--- src/core/emb_regs.svh ---
/*
  Register offsets, field positions, reset values and timing counts
  of the external memory bus interface.
  Assumes a 125 MHz core clock and a byte-addressed AXI4-Lite slave.
*/
`ifndef EMB_REGS_SVH
`define EMB_REGS_SVH

// ====================================================================
// Register map
`define EMB_OFS_CFG      8'h00
`define EMB_OFS_STATUS   8'h04
`define EMB_CFG_RESET    8'h00
`define EMB_CFG_WIGN     4
`define EMB_CFG_OFF      3
`define EMB_SHAPE_8_24   3'h3
`define EMB_SHAPE_16_24  3'h7
`define EMB_RESP_OKAY    2'h0
`define EMB_RESP_SLVERR  2'h2

// ====================================================================
// Timing
`define EMB_CLK_NS       8
`define EMB_ALE_NS       16
`define EMB_STRB_NS      40
`define EMB_ALE_CYC      ((`EMB_ALE_NS + `EMB_CLK_NS - 1) / `EMB_CLK_NS)
`define EMB_STRB_CYC     ((`EMB_STRB_NS + `EMB_CLK_NS - 1) / `EMB_CLK_NS)

`endif

--- src/core/emb_pkg.sv ---
/*
  Types of the external memory bus interface.
  Assumes nothing beyond the register header.
*/
package emb_pkg;

  // ==================================================================
  // Enumerations
  typedef enum logic [1:0] {K_CODE, K_READ, K_WRITE} emb_kind_e;
  typedef enum logic [1:0] {S_IDLE, S_ALE, S_STRB, S_REST} emb_state_e;

  // ==================================================================
  // Whole state of the block
  typedef struct packed {
    emb_state_e st;
    logic [3:0] cnt;
    emb_kind_e  kind;
    logic [23:0] addr;
    logic       word;
    logic [15:0] wdata;
    logic       second;
    logic [15:0] rdata;
    logic [15:0] mux;
    logic       rsp_v;
    logic       skip;
    logic       ext_all;
    logic [2:0] shape;
    logic       wait_ign;
    logic       bus_off;
    logic [1:0] strap_cnt;
    logic       wait_s1;
    logic       wait_s2;
    logic       xsel_s1;
    logic       xsel_s2;
    logic       bw_s1;
    logic       bw_s2;
    logic [15:0] din_s1;
    logic [15:0] din_s2;
    logic       aw_got;
    logic [7:0] aw_addr;
    logic       w_got;
    logic [7:0] w_data;
    logic       w_lane0;
    logic       bvalid;
    logic [1:0] bresp;
    logic       rvalid;
    logic [31:0] rdat;
    logic [1:0] rresp;
  } emb_state_s;

endpackage

--- src/core/emb_bus_if.sv ---
/*
  External memory bus interface: multiplexed address/data bus with
  code, read and write strobes, address latch pulse, wait stretching,
  reset-time strapping and an AXI4-Lite configuration port.
  Assumes pins arrive asynchronously and are synchronised here; the
  core-side request port is on core_clk.
*/
// Our own choices: the AXI4-Lite register port and the register addresses.
`timescale 1ns/10ps
`include "emb_regs.svh"

// Function
// - 8 or 16 data bits, 24 address lines
// - Code strobe low only during code reads
// - Read strobe only for data reads
// - Low write strobe qualifies low byte
// - High write strobe qualifies high byte
// - Latch pulse while address on lines
// - Lowest four address lines driven throughout
// - Address first, data only after latching
// - Wait high holds strobe asserted
// - Strap low: all code fetches external
// - Strap high: external above on-chip limit
// - Code strap latched at reset release
// - Width pin low 8-bit, high 16-bit
// - Width strap overridden by config write
// - Wait ignore bit disables stretching
// - Bus off bit stops bus permanently
// - Shape codes select width and lines
// - Two idle clocks between bus cycles
// - 8-bit word: two bytes, one latch
// - 16-bit write strobes by byte lane
module emb_bus_if #(
  parameter int          ALE_CYC    = `EMB_ALE_CYC,
  parameter int          STRB_CYC   = `EMB_STRB_CYC,
  parameter logic [23:0] CODE_LIMIT = 24'h008000
) (
  input  wire logic        core_clk,
  input  wire logic        sys_rst,
  input  wire logic [7:0]  s_axi_awaddr,
  input  wire logic        s_axi_awvalid,
  output      logic        s_axi_awready,
  input  wire logic [31:0] s_axi_wdata,
  input  wire logic [3:0]  s_axi_wstrb,
  input  wire logic        s_axi_wvalid,
  output      logic        s_axi_wready,
  output      logic [1:0]  s_axi_bresp,
  output      logic        s_axi_bvalid,
  input  wire logic        s_axi_bready,
  input  wire logic [7:0]  s_axi_araddr,
  input  wire logic        s_axi_arvalid,
  output      logic        s_axi_arready,
  output      logic [31:0] s_axi_rdata,
  output      logic [1:0]  s_axi_rresp,
  output      logic        s_axi_rvalid,
  input  wire logic        s_axi_rready,
  input  wire logic        req_valid,
  output      logic        req_ready,
  input  wire logic [1:0]  req_kind,
  input  wire logic [23:0] req_addr,
  input  wire logic        req_word,
  input  wire logic [15:0] req_wdata,
  output      logic        rsp_valid,
  output      logic        rsp_skip,
  output      logic [15:0] rsp_rdata,
  output      logic        code_fetch_strobe_n,
  output      logic        read_strobe_n,
  output      logic        low_byte_write_strobe_n,
  output      logic        high_byte_write_strobe_n,
  output      logic        addr_latch_en,
  output      logic [3:0]  addr_low,
  output      logic [3:0]  addr_top,
  output      logic [15:0] mux_out,
  output      logic        mux_oe,
  input  wire logic [15:0] mux_in,
  input  wire logic        wait_in,
  input  wire logic        external_code_select_n,
  input  wire logic        width_select_pin
);

  // ==================================================================
  // Elaboration checks
  if (ALE_CYC < 1 || ALE_CYC > 16 || STRB_CYC < 3 || STRB_CYC > 16) begin : g_chk
    $error("emb_bus_if: cycle counts out of range");
  end

  localparam logic [3:0] ALE_LD  = 4'(ALE_CYC - 1);
  localparam logic [3:0] STRB_LD = 4'(STRB_CYC - 1);

  // ==================================================================
  // Helpers
  function automatic logic is16(input logic [2:0] shape);
    return shape[2:1] == 2'b11;
  endfunction

  // Reserved codes fall back to the widest 8-bit shape
  function automatic logic [23:0] amask(input logic [2:0] shape);
    case (shape)
      3'h0:    amask = 24'h000fff;
      3'h1:    amask = 24'h00ffff;
      3'h2:    amask = 24'h0fffff;
      3'h6:    amask = 24'h0fffff;
      default: amask = 24'hffffff;
    endcase
  endfunction

  function automatic logic [15:0] lane(input logic b16, input logic word,
                                       input logic a0, input logic sec,
                                       input logic [15:0] d);
    if (!b16)
      lane = {8'h00, sec ? d[15:8] : d[7:0]};
    else if (word)
      lane = d;
    else
      lane = a0 ? {d[7:0], 8'h00} : {8'h00, d[7:0]};
  endfunction

  // ==================================================================
  // State
  emb_pkg::emb_state_s q;
  emb_pkg::emb_state_s n;

  logic        bus16;
  logic        wait_act;
  logic        running;
  logic        burst_ok;
  logic [23:0] m_req;
  logic [23:0] m_cur;
  logic [7:0]  byte_in;

  assign bus16    = is16(q.shape);
  assign wait_act = q.wait_s2 && !q.wait_ign;
  assign running  = !q.bus_off && (q.st == emb_pkg::S_STRB);
  assign m_req    = req_addr & amask(q.shape);
  assign m_cur    = q.addr & amask(q.shape);
  assign byte_in  = q.din_s2[7:0];

  // Sequential code in the same 16-byte block keeps the strobe low
  assign burst_ok = req_valid && (emb_pkg::emb_kind_e'(req_kind) == emb_pkg::K_CODE)
                    && (q.kind == emb_pkg::K_CODE) && !q.second
                    && (m_req[23:4] == m_cur[23:4]) && !q.bus_off;

  always_comb begin
    n          = q;
    n.rsp_v    = 1'b0;
    n.skip     = 1'b0;
    req_ready  = 1'b0;
    n.wait_s1  = wait_in;
    n.wait_s2  = q.wait_s1;
    n.xsel_s1  = external_code_select_n;
    n.xsel_s2  = q.xsel_s1;
    n.bw_s1    = width_select_pin;
    n.bw_s2    = q.bw_s1;
    n.din_s1   = mux_in;
    n.din_s2   = q.din_s1;

    // ================================================================
    // Strap capture once the synchronisers hold the released levels
    if (q.strap_cnt != 2'h3)
      n.strap_cnt = q.strap_cnt + 2'h1;
    if (q.strap_cnt == 2'h2) begin
      n.ext_all = !q.xsel_s2;
      n.shape   = q.bw_s2 ? `EMB_SHAPE_16_24 : `EMB_SHAPE_8_24;
    end

    // ================================================================
    // Bus sequencer
    case (q.st)
      emb_pkg::S_IDLE: begin
        req_ready = (q.strap_cnt == 2'h3);
        if (req_valid && req_ready) begin
          if (q.bus_off ||
              (emb_pkg::emb_kind_e'(req_kind) == emb_pkg::K_CODE &&
               !q.ext_all && req_addr < CODE_LIMIT)) begin
            n.rsp_v = 1'b1;
            n.skip  = 1'b1;
          end else begin
            n.kind   = emb_pkg::emb_kind_e'(req_kind);
            n.addr   = req_addr;
            n.word   = req_word;
            n.wdata  = req_wdata;
            n.second = 1'b0;
            n.mux    = m_req[19:4];
            n.cnt    = ALE_LD;
            n.st     = emb_pkg::S_ALE;
          end
        end
      end
      emb_pkg::S_ALE: begin
        if (q.cnt != 4'h0) begin
          n.cnt = q.cnt - 4'h1;
        end else begin
          n.cnt = STRB_LD;
          n.st  = emb_pkg::S_STRB;
          if (q.kind == emb_pkg::K_WRITE)
            n.mux = lane(bus16, q.word, q.addr[0], 1'b0, q.wdata);
        end
      end
      emb_pkg::S_STRB: begin
        if (q.cnt != 4'h0) begin
          n.cnt = q.cnt - 4'h1;
        end else if (!wait_act) begin
          if (!bus16) begin
            if (q.second)
              n.rdata[15:8] = byte_in;
            else
              n.rdata = {8'h00, byte_in};
          end else begin
            n.rdata = q.din_s2;
          end
          if (!bus16 && q.word && !q.second) begin
            n.second  = 1'b1;
            n.addr[0] = 1'b1;
            n.st      = emb_pkg::S_REST;
          end else begin
            n.rsp_v  = 1'b1;
            n.second = 1'b0;
            if (burst_ok) begin
              req_ready = 1'b1;
              n.addr    = req_addr;
              n.word    = req_word;
              n.cnt     = STRB_LD;
            end else begin
              n.st = emb_pkg::S_REST;
            end
          end
        end
      end
      emb_pkg::S_REST: begin
        if (q.second) begin
          n.cnt = STRB_LD;
          n.st  = emb_pkg::S_STRB;
          if (q.kind == emb_pkg::K_WRITE)
            n.mux = lane(1'b0, 1'b1, 1'b1, 1'b1, q.wdata);
        end else begin
          n.st = emb_pkg::S_IDLE;
        end
      end
      default: n.st = emb_pkg::S_IDLE;
    endcase

    // Bus off aborts any cycle under way
    if (q.bus_off && (q.st == emb_pkg::S_ALE || q.st == emb_pkg::S_STRB || q.second)) begin
      n.st     = emb_pkg::S_IDLE;
      n.second = 1'b0;
      n.rsp_v  = 1'b1;
      n.skip   = 1'b1;
    end

    // ================================================================
    // AXI4-Lite write path
    if (s_axi_awvalid && s_axi_awready) begin
      n.aw_got  = 1'b1;
      n.aw_addr = s_axi_awaddr;
    end
    if (s_axi_wvalid && s_axi_wready) begin
      n.w_got   = 1'b1;
      n.w_data  = s_axi_wdata[7:0];
      n.w_lane0 = s_axi_wstrb[0];
    end
    if (q.aw_got && q.w_got) begin
      n.aw_got = 1'b0;
      n.w_got  = 1'b0;
      n.bvalid = 1'b1;
      n.bresp  = `EMB_RESP_SLVERR;
      if (q.aw_addr[7:2] == `EMB_OFS_CFG >> 2) begin
        n.bresp = `EMB_RESP_OKAY;
        if (q.w_lane0) begin
          n.shape    = q.w_data[2:0];
          n.wait_ign = q.w_data[`EMB_CFG_WIGN];
          n.bus_off  = q.bus_off | q.w_data[`EMB_CFG_OFF];
        end
      end else if (q.aw_addr[7:2] == `EMB_OFS_STATUS >> 2) begin
        n.bresp = `EMB_RESP_OKAY;
      end
    end
    if (q.bvalid && s_axi_bready)
      n.bvalid = 1'b0;

    // ================================================================
    // AXI4-Lite read path
    if (s_axi_arvalid && s_axi_arready) begin
      n.rvalid = 1'b1;
      n.rresp  = `EMB_RESP_OKAY;
      n.rdat   = 32'h0;
      if (s_axi_araddr[7:2] == `EMB_OFS_CFG >> 2)
        n.rdat[7:0] = {3'h0, q.wait_ign, q.bus_off, q.shape};
      else if (s_axi_araddr[7:2] == `EMB_OFS_STATUS >> 2)
        n.rdat[3:0] = {q.st != emb_pkg::S_IDLE, bus16, q.ext_all,
                       q.strap_cnt == 2'h3};
      else
        n.rresp = `EMB_RESP_SLVERR;
    end else if (q.rvalid && s_axi_rready) begin
      n.rvalid = 1'b0;
    end
  end

  always_ff @(posedge core_clk) begin
    if (sys_rst) begin
      q           <= '0;
      q.st        <= emb_pkg::S_IDLE;
      q.kind      <= emb_pkg::K_CODE;
      q.shape     <= `EMB_SHAPE_16_24;
    end else begin
      q <= n;
    end
  end

  // ==================================================================
  // Outputs
  assign s_axi_awready = !q.aw_got && !q.bvalid;
  assign s_axi_wready  = !q.w_got && !q.bvalid;
  assign s_axi_bvalid  = q.bvalid;
  assign s_axi_bresp   = q.bresp;
  assign s_axi_arready = !q.rvalid;
  assign s_axi_rvalid  = q.rvalid;
  assign s_axi_rdata   = q.rdat;
  assign s_axi_rresp   = q.rresp;
  assign rsp_valid     = q.rsp_v;
  assign rsp_skip      = q.skip;
  assign rsp_rdata     = q.rdata;

  // Strobes gated by bus off so a late write cannot leave one low
  assign addr_latch_en = !q.bus_off && q.st == emb_pkg::S_ALE;
  assign code_fetch_strobe_n = !(running && q.kind == emb_pkg::K_CODE);
  assign read_strobe_n = !(running && q.kind == emb_pkg::K_READ);
  assign low_byte_write_strobe_n = !(running && q.kind == emb_pkg::K_WRITE
                                     && (!bus16 || q.word || !q.addr[0]));
  assign high_byte_write_strobe_n = !(running && q.kind == emb_pkg::K_WRITE
                                      && bus16 && (q.word || q.addr[0]));
  assign addr_low      = m_cur[3:0];
  assign addr_top      = m_cur[23:20];
  assign mux_out       = q.mux;
  assign mux_oe        = !q.bus_off && (q.st == emb_pkg::S_ALE
                         || (q.st == emb_pkg::S_STRB && q.kind == emb_pkg::K_WRITE));

endmodule // emb_bus_if

--- config.mk ---
export PLATFORM = sky130hd
export DESIGN_NAME = emb_bus_if
export DESIGN_NICKNAME = d
export VERILOG_FILES = /design/src/core/emb_pkg.sv /design/src/core/emb_bus_if.sv
export VERILOG_INCLUDE_DIRS = /design/src /design/src/core
export SDC_FILE = /design/constraint.sdc
export NUM_CORES = 1
export LEC_CHECK = 0
export BUFFER_PORTS_ARGS = -buffer_cell sky130_fd_sc_hd__buf_2
export CAP_MARGIN = 20
export CORE_UTILIZATION = 40
export DETAILED_ROUTE_END_ITERATION = 6
export HOLD_SLACK_MARGIN = 0.03
export PLACE_DENSITY = 0.67
export SLEW_MARGIN = 0
export SYNTH_ARGS = -nofsm -noshare
export SYNTH_HDL_FRONTEND = slang
export SYNTH_SLANG_ARGS = --single-unit
--- constraint.sdc ---
create_clock -name core_clk -period 2 [get_ports core_clk]
set_input_delay 0.2 -clock core_clk [delete_from_list [all_inputs] [get_ports core_clk]]
set_output_delay 0.2 -clock core_clk [all_outputs]
set_load 0.02 [all_outputs]
Word level (Yosys, flattened, before mapping)
Index checks and enable logic that the tools add are counted.
{"block": "totals", "register_bits": 160, "in_bits": 122, "out_inout_bits": 90, "elab_cells": 218}
{"block": "classes", "n_addsub": 2, "n_lt_le_gt_ge": 1, "eq_ne": 31, "mux": 65, "n_bitwise": 6, "reduce_logical": 77}
{"cell": "$mux W16", "count": 9}
{"cell": "$mux W50", "count": 2}
{"cell": "$mux W25", "count": 3}
{"cell": "$pmux W24 S3", "count": 1}
{"cell": "$pmux W25 S2", "count": 1}
{"cell": "$and A24 B24 Y24", "count": 2}
{"cell": "$pmux W16 S3", "count": 1}
{"cell": "$mux W17", "count": 2}
{"cell": "$logic_and A1 B1 Y1", "count": 30}
{"cell": "$mux W4", "count": 7}
{"cell": "$lt A24 B16 Y1 const B", "count": 1}
{"cell": "$pmux W6 S4", "count": 1}
{"cell": "$mux W23", "count": 1}
{"cell": "$mux W2", "count": 11}
{"cell": "$eq A20 B20 Y1", "count": 1}
{"cell": "$ne A2 B2 Y1 const B", "count": 10}
{"cell": "$mux W18", "count": 1}
{"cell": "$reduce_and A6 Y1", "count": 3}
{"cell": "$mux W8", "count": 2}
{"cell": "$logic_not A1 Y1", "count": 15}
{"cell": "$mux W5", "count": 3}
{"cell": "$ne A3 B3 Y1 const B", "count": 5}
{"cell": "$mux W1", "count": 14}
{"cell": "$reduce_and A7 Y1", "count": 2}
{"cell": "other kinds (25)", "count": 54}

Longest topological paths before layout
{"block": "logic_depth", "ltp_word": 12, "mapped_depth": 9, "ltp_nobuf": 8}

Least setup slack after synthesis
No wires, ideal clock.
{"block": "synth_path", "path_type": "register to register", "from": "reg q[95] in the netlist's numbering", "to": "reg q[154] in the netlist's numbering", "setup_ns": 0.072, "arrival_ns": 2.029, "t_required_ns": 1.928, "path_slack_ns": -0.100, "path_stages_with_launch": 9, "path_buffers": 1, "period_less_slack_ns": 2.100, "cell_sequence": "dfxtp_1 ha_1 nand2_2 a311oi_4 nand2b_1 o21ai_2 o21ai_4 buf_6 mux2i_1"}
{"block": "synth_between", "elab_chain_len": 4}
{"item": "start: declaration", "line_no": "emb_bus_if.sv:120", "text": "emb_pkg::emb_state_s q;"}
{"item": "start signal: assignment", "line_no": "emb_bus_if.sv:305", "text": "q <= n;"}
{"item": "$eq A2 B2 Y1", "line_no": "emb_bus_if.sv:170", "text": "req_ready = (q.strap_cnt == 2'h3);"}
{"item": "$logic_and A1 B1 Y1", "line_no": "emb_bus_if.sv:171", "text": "if (req_valid && req_ready) begin"}
{"item": "$ne A2 B2 Y1 (no line)"}
{"item": "$reduce_and A7 Y1 (no line)"}
Every way passes these cells.
A chain may end at the register's enable or synchronous reset.

Final worst setup path
{"block": "layout_path", "from": "reg q[162] in the netlist's numbering", "to": "out req_ready"}
{"block": "layout_between", "elab_chain_len": 9}
{"item": "$and A24 B24 Y24", "line_no": "emb_bus_if.sv:135", "text": "assign m_cur = q.addr & amask(q.shape);"}
{"item": "$eq A20 B20 Y1", "line_no": "emb_bus_if.sv:141", "text": "&& (m_req[23:4] == m_cur[23:4]) && !q.bus_off;"}
{"item": "$logic_and A1 B1 Y1 (2 in series)", "line_no": "emb_bus_if.sv:141"}
{"item": "$mux W1", "line_no": "emb_bus_if.sv:218", "text": "if (burst_ok) begin"}
{"item": "$mux W1", "line_no": "emb_bus_if.sv:211", "text": "if (!bus16 && q.word && !q.second) begin"}
{"item": "$mux W1", "line_no": "emb_bus_if.sv:202", "text": "end else if (!wait_act) begin"}
{"item": "$mux W1", "line_no": "emb_bus_if.sv:200", "text": "if (q.cnt != 4'h0) begin"}
{"item": "$pmux W1 S2", "line_no": "emb_bus_if.sv:168", "text": "case (q.st)"}
{"item": "end: declaration", "line_no": "emb_bus_if.sv:58", "text": "output logic req_ready,"}
Every way passes these cells.

==> flow_summary.yaml <==
timing:
  finalCritPeriodShare: 1.02
  fin_worst_hold_slack_ns: 0.0478
  tightestPinTransition_ns: 0.502
  minimum_period_implied_by_the_final_worst_setup_slack_ns: 2.04
  final_hold_viol_count: 0
  setup_repair_after_global_routing_missed_its_margin: "true"
  max_clock_freq_ghz: 0.490
  skew_ns: 0.00779
  setup_viol: 1
  max-slew-margin-rel: 0.665
  final-max-slew-violation-count: 0
  finalWorstSetupSlack_ns: -0.0427
placed_design:
  finalWeightedCongestion: 0.856
  place.detailed.instances: 1145
  place_area_sq_mm: 0.00803
  dp_hpwl_mm: 12.2
  dp_worst_setup_slack_ns: -0.0709
  number_of_buffer_cells_added_on_primary_ports: 148
synth:
  ranking_of_synthesized_cells_by_area: "dfxtp_1 43%, buf_4 8.2%, mux2i_1 6.6%, nand2_1 5.4%, nor2_1 4.5%"
  synth_top_area_frac: 0.428
  synth_xor_area_frac: 0.0269
  synth.avg_cell_area_sq_um: 8.88
  synth.yosys.seq_area_share: 0.428
  yosys.area_share.simple: 0.217
  synth_seq_cells: 153
  synth_cells: 807
  syn-cell-area_sq_mm: 0.00716
  ys_async_sr_fraction: 0
  largest_family_of_logic_cells_by_synthesized_area: "simple AND/OR/NAND/NOR gates"
  synth_compound_area_frac: 0.127
  yosysWarningCount: 0
  synth.area.mux_share: 0.0735
  synthMostInstantiatedCell: "dfxtp_1"
  yosys.area_share.adder: 0.0140
  ys_dominant_reg_cell: "dfxtp_1"
  yosysUniqueCellTypes: 57
  synth_edf_count: 0
  post-synth-top-area-cell: "dfxtp_1"
  synth.top_cells.by_count: "153 x dfxtp_1, 104 x nand2_1, 85 x nor2_1, 78 x buf_4, 47 x mux2i_1"
hold_path:
  timing.hold.worst.class: "input pin to flop"
die:
  fp.coreArea_sq_mm: 0.0174
  initial_core_util: 0.411
  die_area_sq_mm: 0.0184
  ios: 212
  die-width_microns: 136
  placementRows: 48
  die_y_microns: 136
final_layout:
  reg_area_sq_mm: 0.00308
  area_delta_synth_final_pct: 34.0
  area_taken_by_multi_input_logic_gates_sq_mm: 0.00363
  post_layout_nonfiller_instances: 1245
  n_fill_cell: 1580
  drive_gt1_frac: 0.327
  final_net_count: 1136
  finalInstanceArea_sq_mm: 0.00960
pwr:
  cellLeakagePower_uw: 0.00385
  ir_worst_vdd_mv: 0.703
  power-per-cell-area_mw_per_mm2: 769
job:
  max_cap_viol_count: 0
cts:
  clock_insertion_delay_worst_skew_ns: 0.43
  clkSlewWorstSetupHoldPaths_ns: 0.07
  cts_buffers: 17
  root_buffer: "clkbuf_16"
  numClockSinks: 153
  clock_tree.htree_level_count: 4
  bufs_on_longest_clock_path: 2
  tritoncts: "built"
grt:
  first_pass_grt_wire_length_mm: 28.4
  grt_start_max_net_pins: 45
  first_global_vias: 5703
  grt.overflow.total: 0
  global_route.usage.total: 0.201
  grt_antenna_before_repair: 1
routing:
  vias_per_inst: 4.85
  drc_errors: 0
  drt-pass1-iter-count: 7
  dr_total_vias: 6043
  finalWirelength_mm: 18.3
  detail_route.wl_per_cell_microns: 14.7
  antenna_violating_nets_post_route: 0
  detail_route.iter0.violations: 335
critical_path:
  worstPathRequired_ns: 1.80
  worstPathCellList: "xnor2_1 -> nand4_1 -> nor2_2 -> nand4_1 -> buf_6 -> o21ai_2 -> buf_6"
  worst-path-max-fanout: 3
  max_incr_delay_on_cp_ns: 0.32
  cell_type_of_the_slowest_stage_on_the_worst_timing_path: "dfxtp_2"
  setup.worst_path.start_class: "flop"
  crit_arrival_ns: 1.84
  worst_setup_path_end_kind: "output pin"
  timing_worst_setup_path_type: "flop to output pin"
status:
  run_status: "complete, but fails checks"
  violations: "negative setup slack"
==> where the power goes <==
| group | switching (uW) | internal (uW) |
|---|---|---|
| registers | 79.9 | 3160 |
| logic | 510 | 445 |
| clock network | 1500 | 1690 |
| total | 2090 | 5290 |
==> layer usage <==
| layer | share of wire | track usage | vias up | routed length [microns] |
|---|---|---|---|---|
| met5 | 0 | 0 | - | 0 |
| met4 | 0.017 | 0.0712 | 0 | 310 |
| met3 | 0.068 | 0.0548 | 23 | 1250 |
| met2 | 0.49 | 0.340 | 217 | 8910 |
| met1 | 0.43 | 0.243 | 2787 | 7840 |
| li1 | - | - | 3016 | - |
==> cells in the final DEF, fill, tap and decap left out, types with 8 or more instances in the layout <==
cell / count
a21oi_1: 36
nor2_1: 81
dfxtp_2: 9
o21ai_0: 13
mux2i_1: 46
buf_4: 62
a222oi_1: 8
dfxtp_1: 142
a211oi_2: 15
nand2b_1: 28
dlygate4sd3_1: 51
inv_1: 10
nor2b_1: 45
buf_2: 144
a311oi_1: 8
conb_1: 29
nand2_1: 103
clkbuf_16: 17
nand3_1: 12
a22oi_1: 12
nor3_1: 8
xnor2_1: 14
==> cell type report <==
cell class,instances,area share
diodes,1,0.000261
clock buffers,17,0.0443
clock inverters,15,0.0181
inverters,13,0.00534
multi-input cells,549,0.378
flip-flops and latches,153,0.321
well taps,225,0.0293
repair buffers,272,0.204
==> registers in the layout, indices dropped and copies added (netlist names) <==
register and count:
q 83, n 19, mux_out 16, rsp_rdata 16, byte_in 8, s_axi_rdata 5, rsp_skip 1, rsp_valid 1
s_axi_bresp 1, s_axi_bvalid 1, s_axi_rresp 1, s_axi_rvalid 1
==> cells by family (layout without fill, tap and decap cells) <==
logic type / after synthesis / count (layout)
other: 1 / 30
AOI/OAI and AO/OA: 118 / 118
xor gates and xnor gates: 22 / 22
and+or+nand+nor: 320 / 320
adders and majority gates: 8 / 8
muxes: 52 / 52
buffers and inverters: 133 / 317
DFF: 153 / 153
==> critical path: cells and delay by family (launching register included) <==
family / cells / cell delay [ns]
AND/OR/NAND/NOR: 3 / 0.55
XOR/XNOR: 1 / 0.13
buffers and inverters: 2 / 0.29
AO/OA/AOI/OAI: 1 / 0.12
flip-flops: 1 / 0.32
==> through the flow <==
step / utilization / total power (uW) / setup TNS [ns]
after global placement: 0.461 / 4100 / -0.0905
after CTS: 0.542 / 7420 / -0.0591
final: 0.551 / 7380 / -0.0427
after global routing: 0.551 / 7690 / -0.339
after detailed placement: 0.461 / 4110 / -0.843
after floorplan: - / 3870 / 0
==> worst paths after layout <==
check	start	end	slack (ns)	cells past startpoint
worst max-delay path	q[162]	req_ready	-0.04	7
worst min-delay path	s_axi_wdata[3]	q[42]	0.05	3
worst max register to register	q[162]	q[169]	0.04	9
worst min register to register	q[91]	q[102]	0.43	1
==> what timing repair did <==
item | CTS | global route
gates cloned | 2 | 0
endpoints found under the hold margin | 51 | 0
pin swaps | 7 | 21
gates resized for setup | 40 | 29
buffers inserted | 11 | 3
setup endpoints to repair | 40 | 47
hold buffers | 51 | 0
Note: power is estimated with default switching activity, not from simulation.
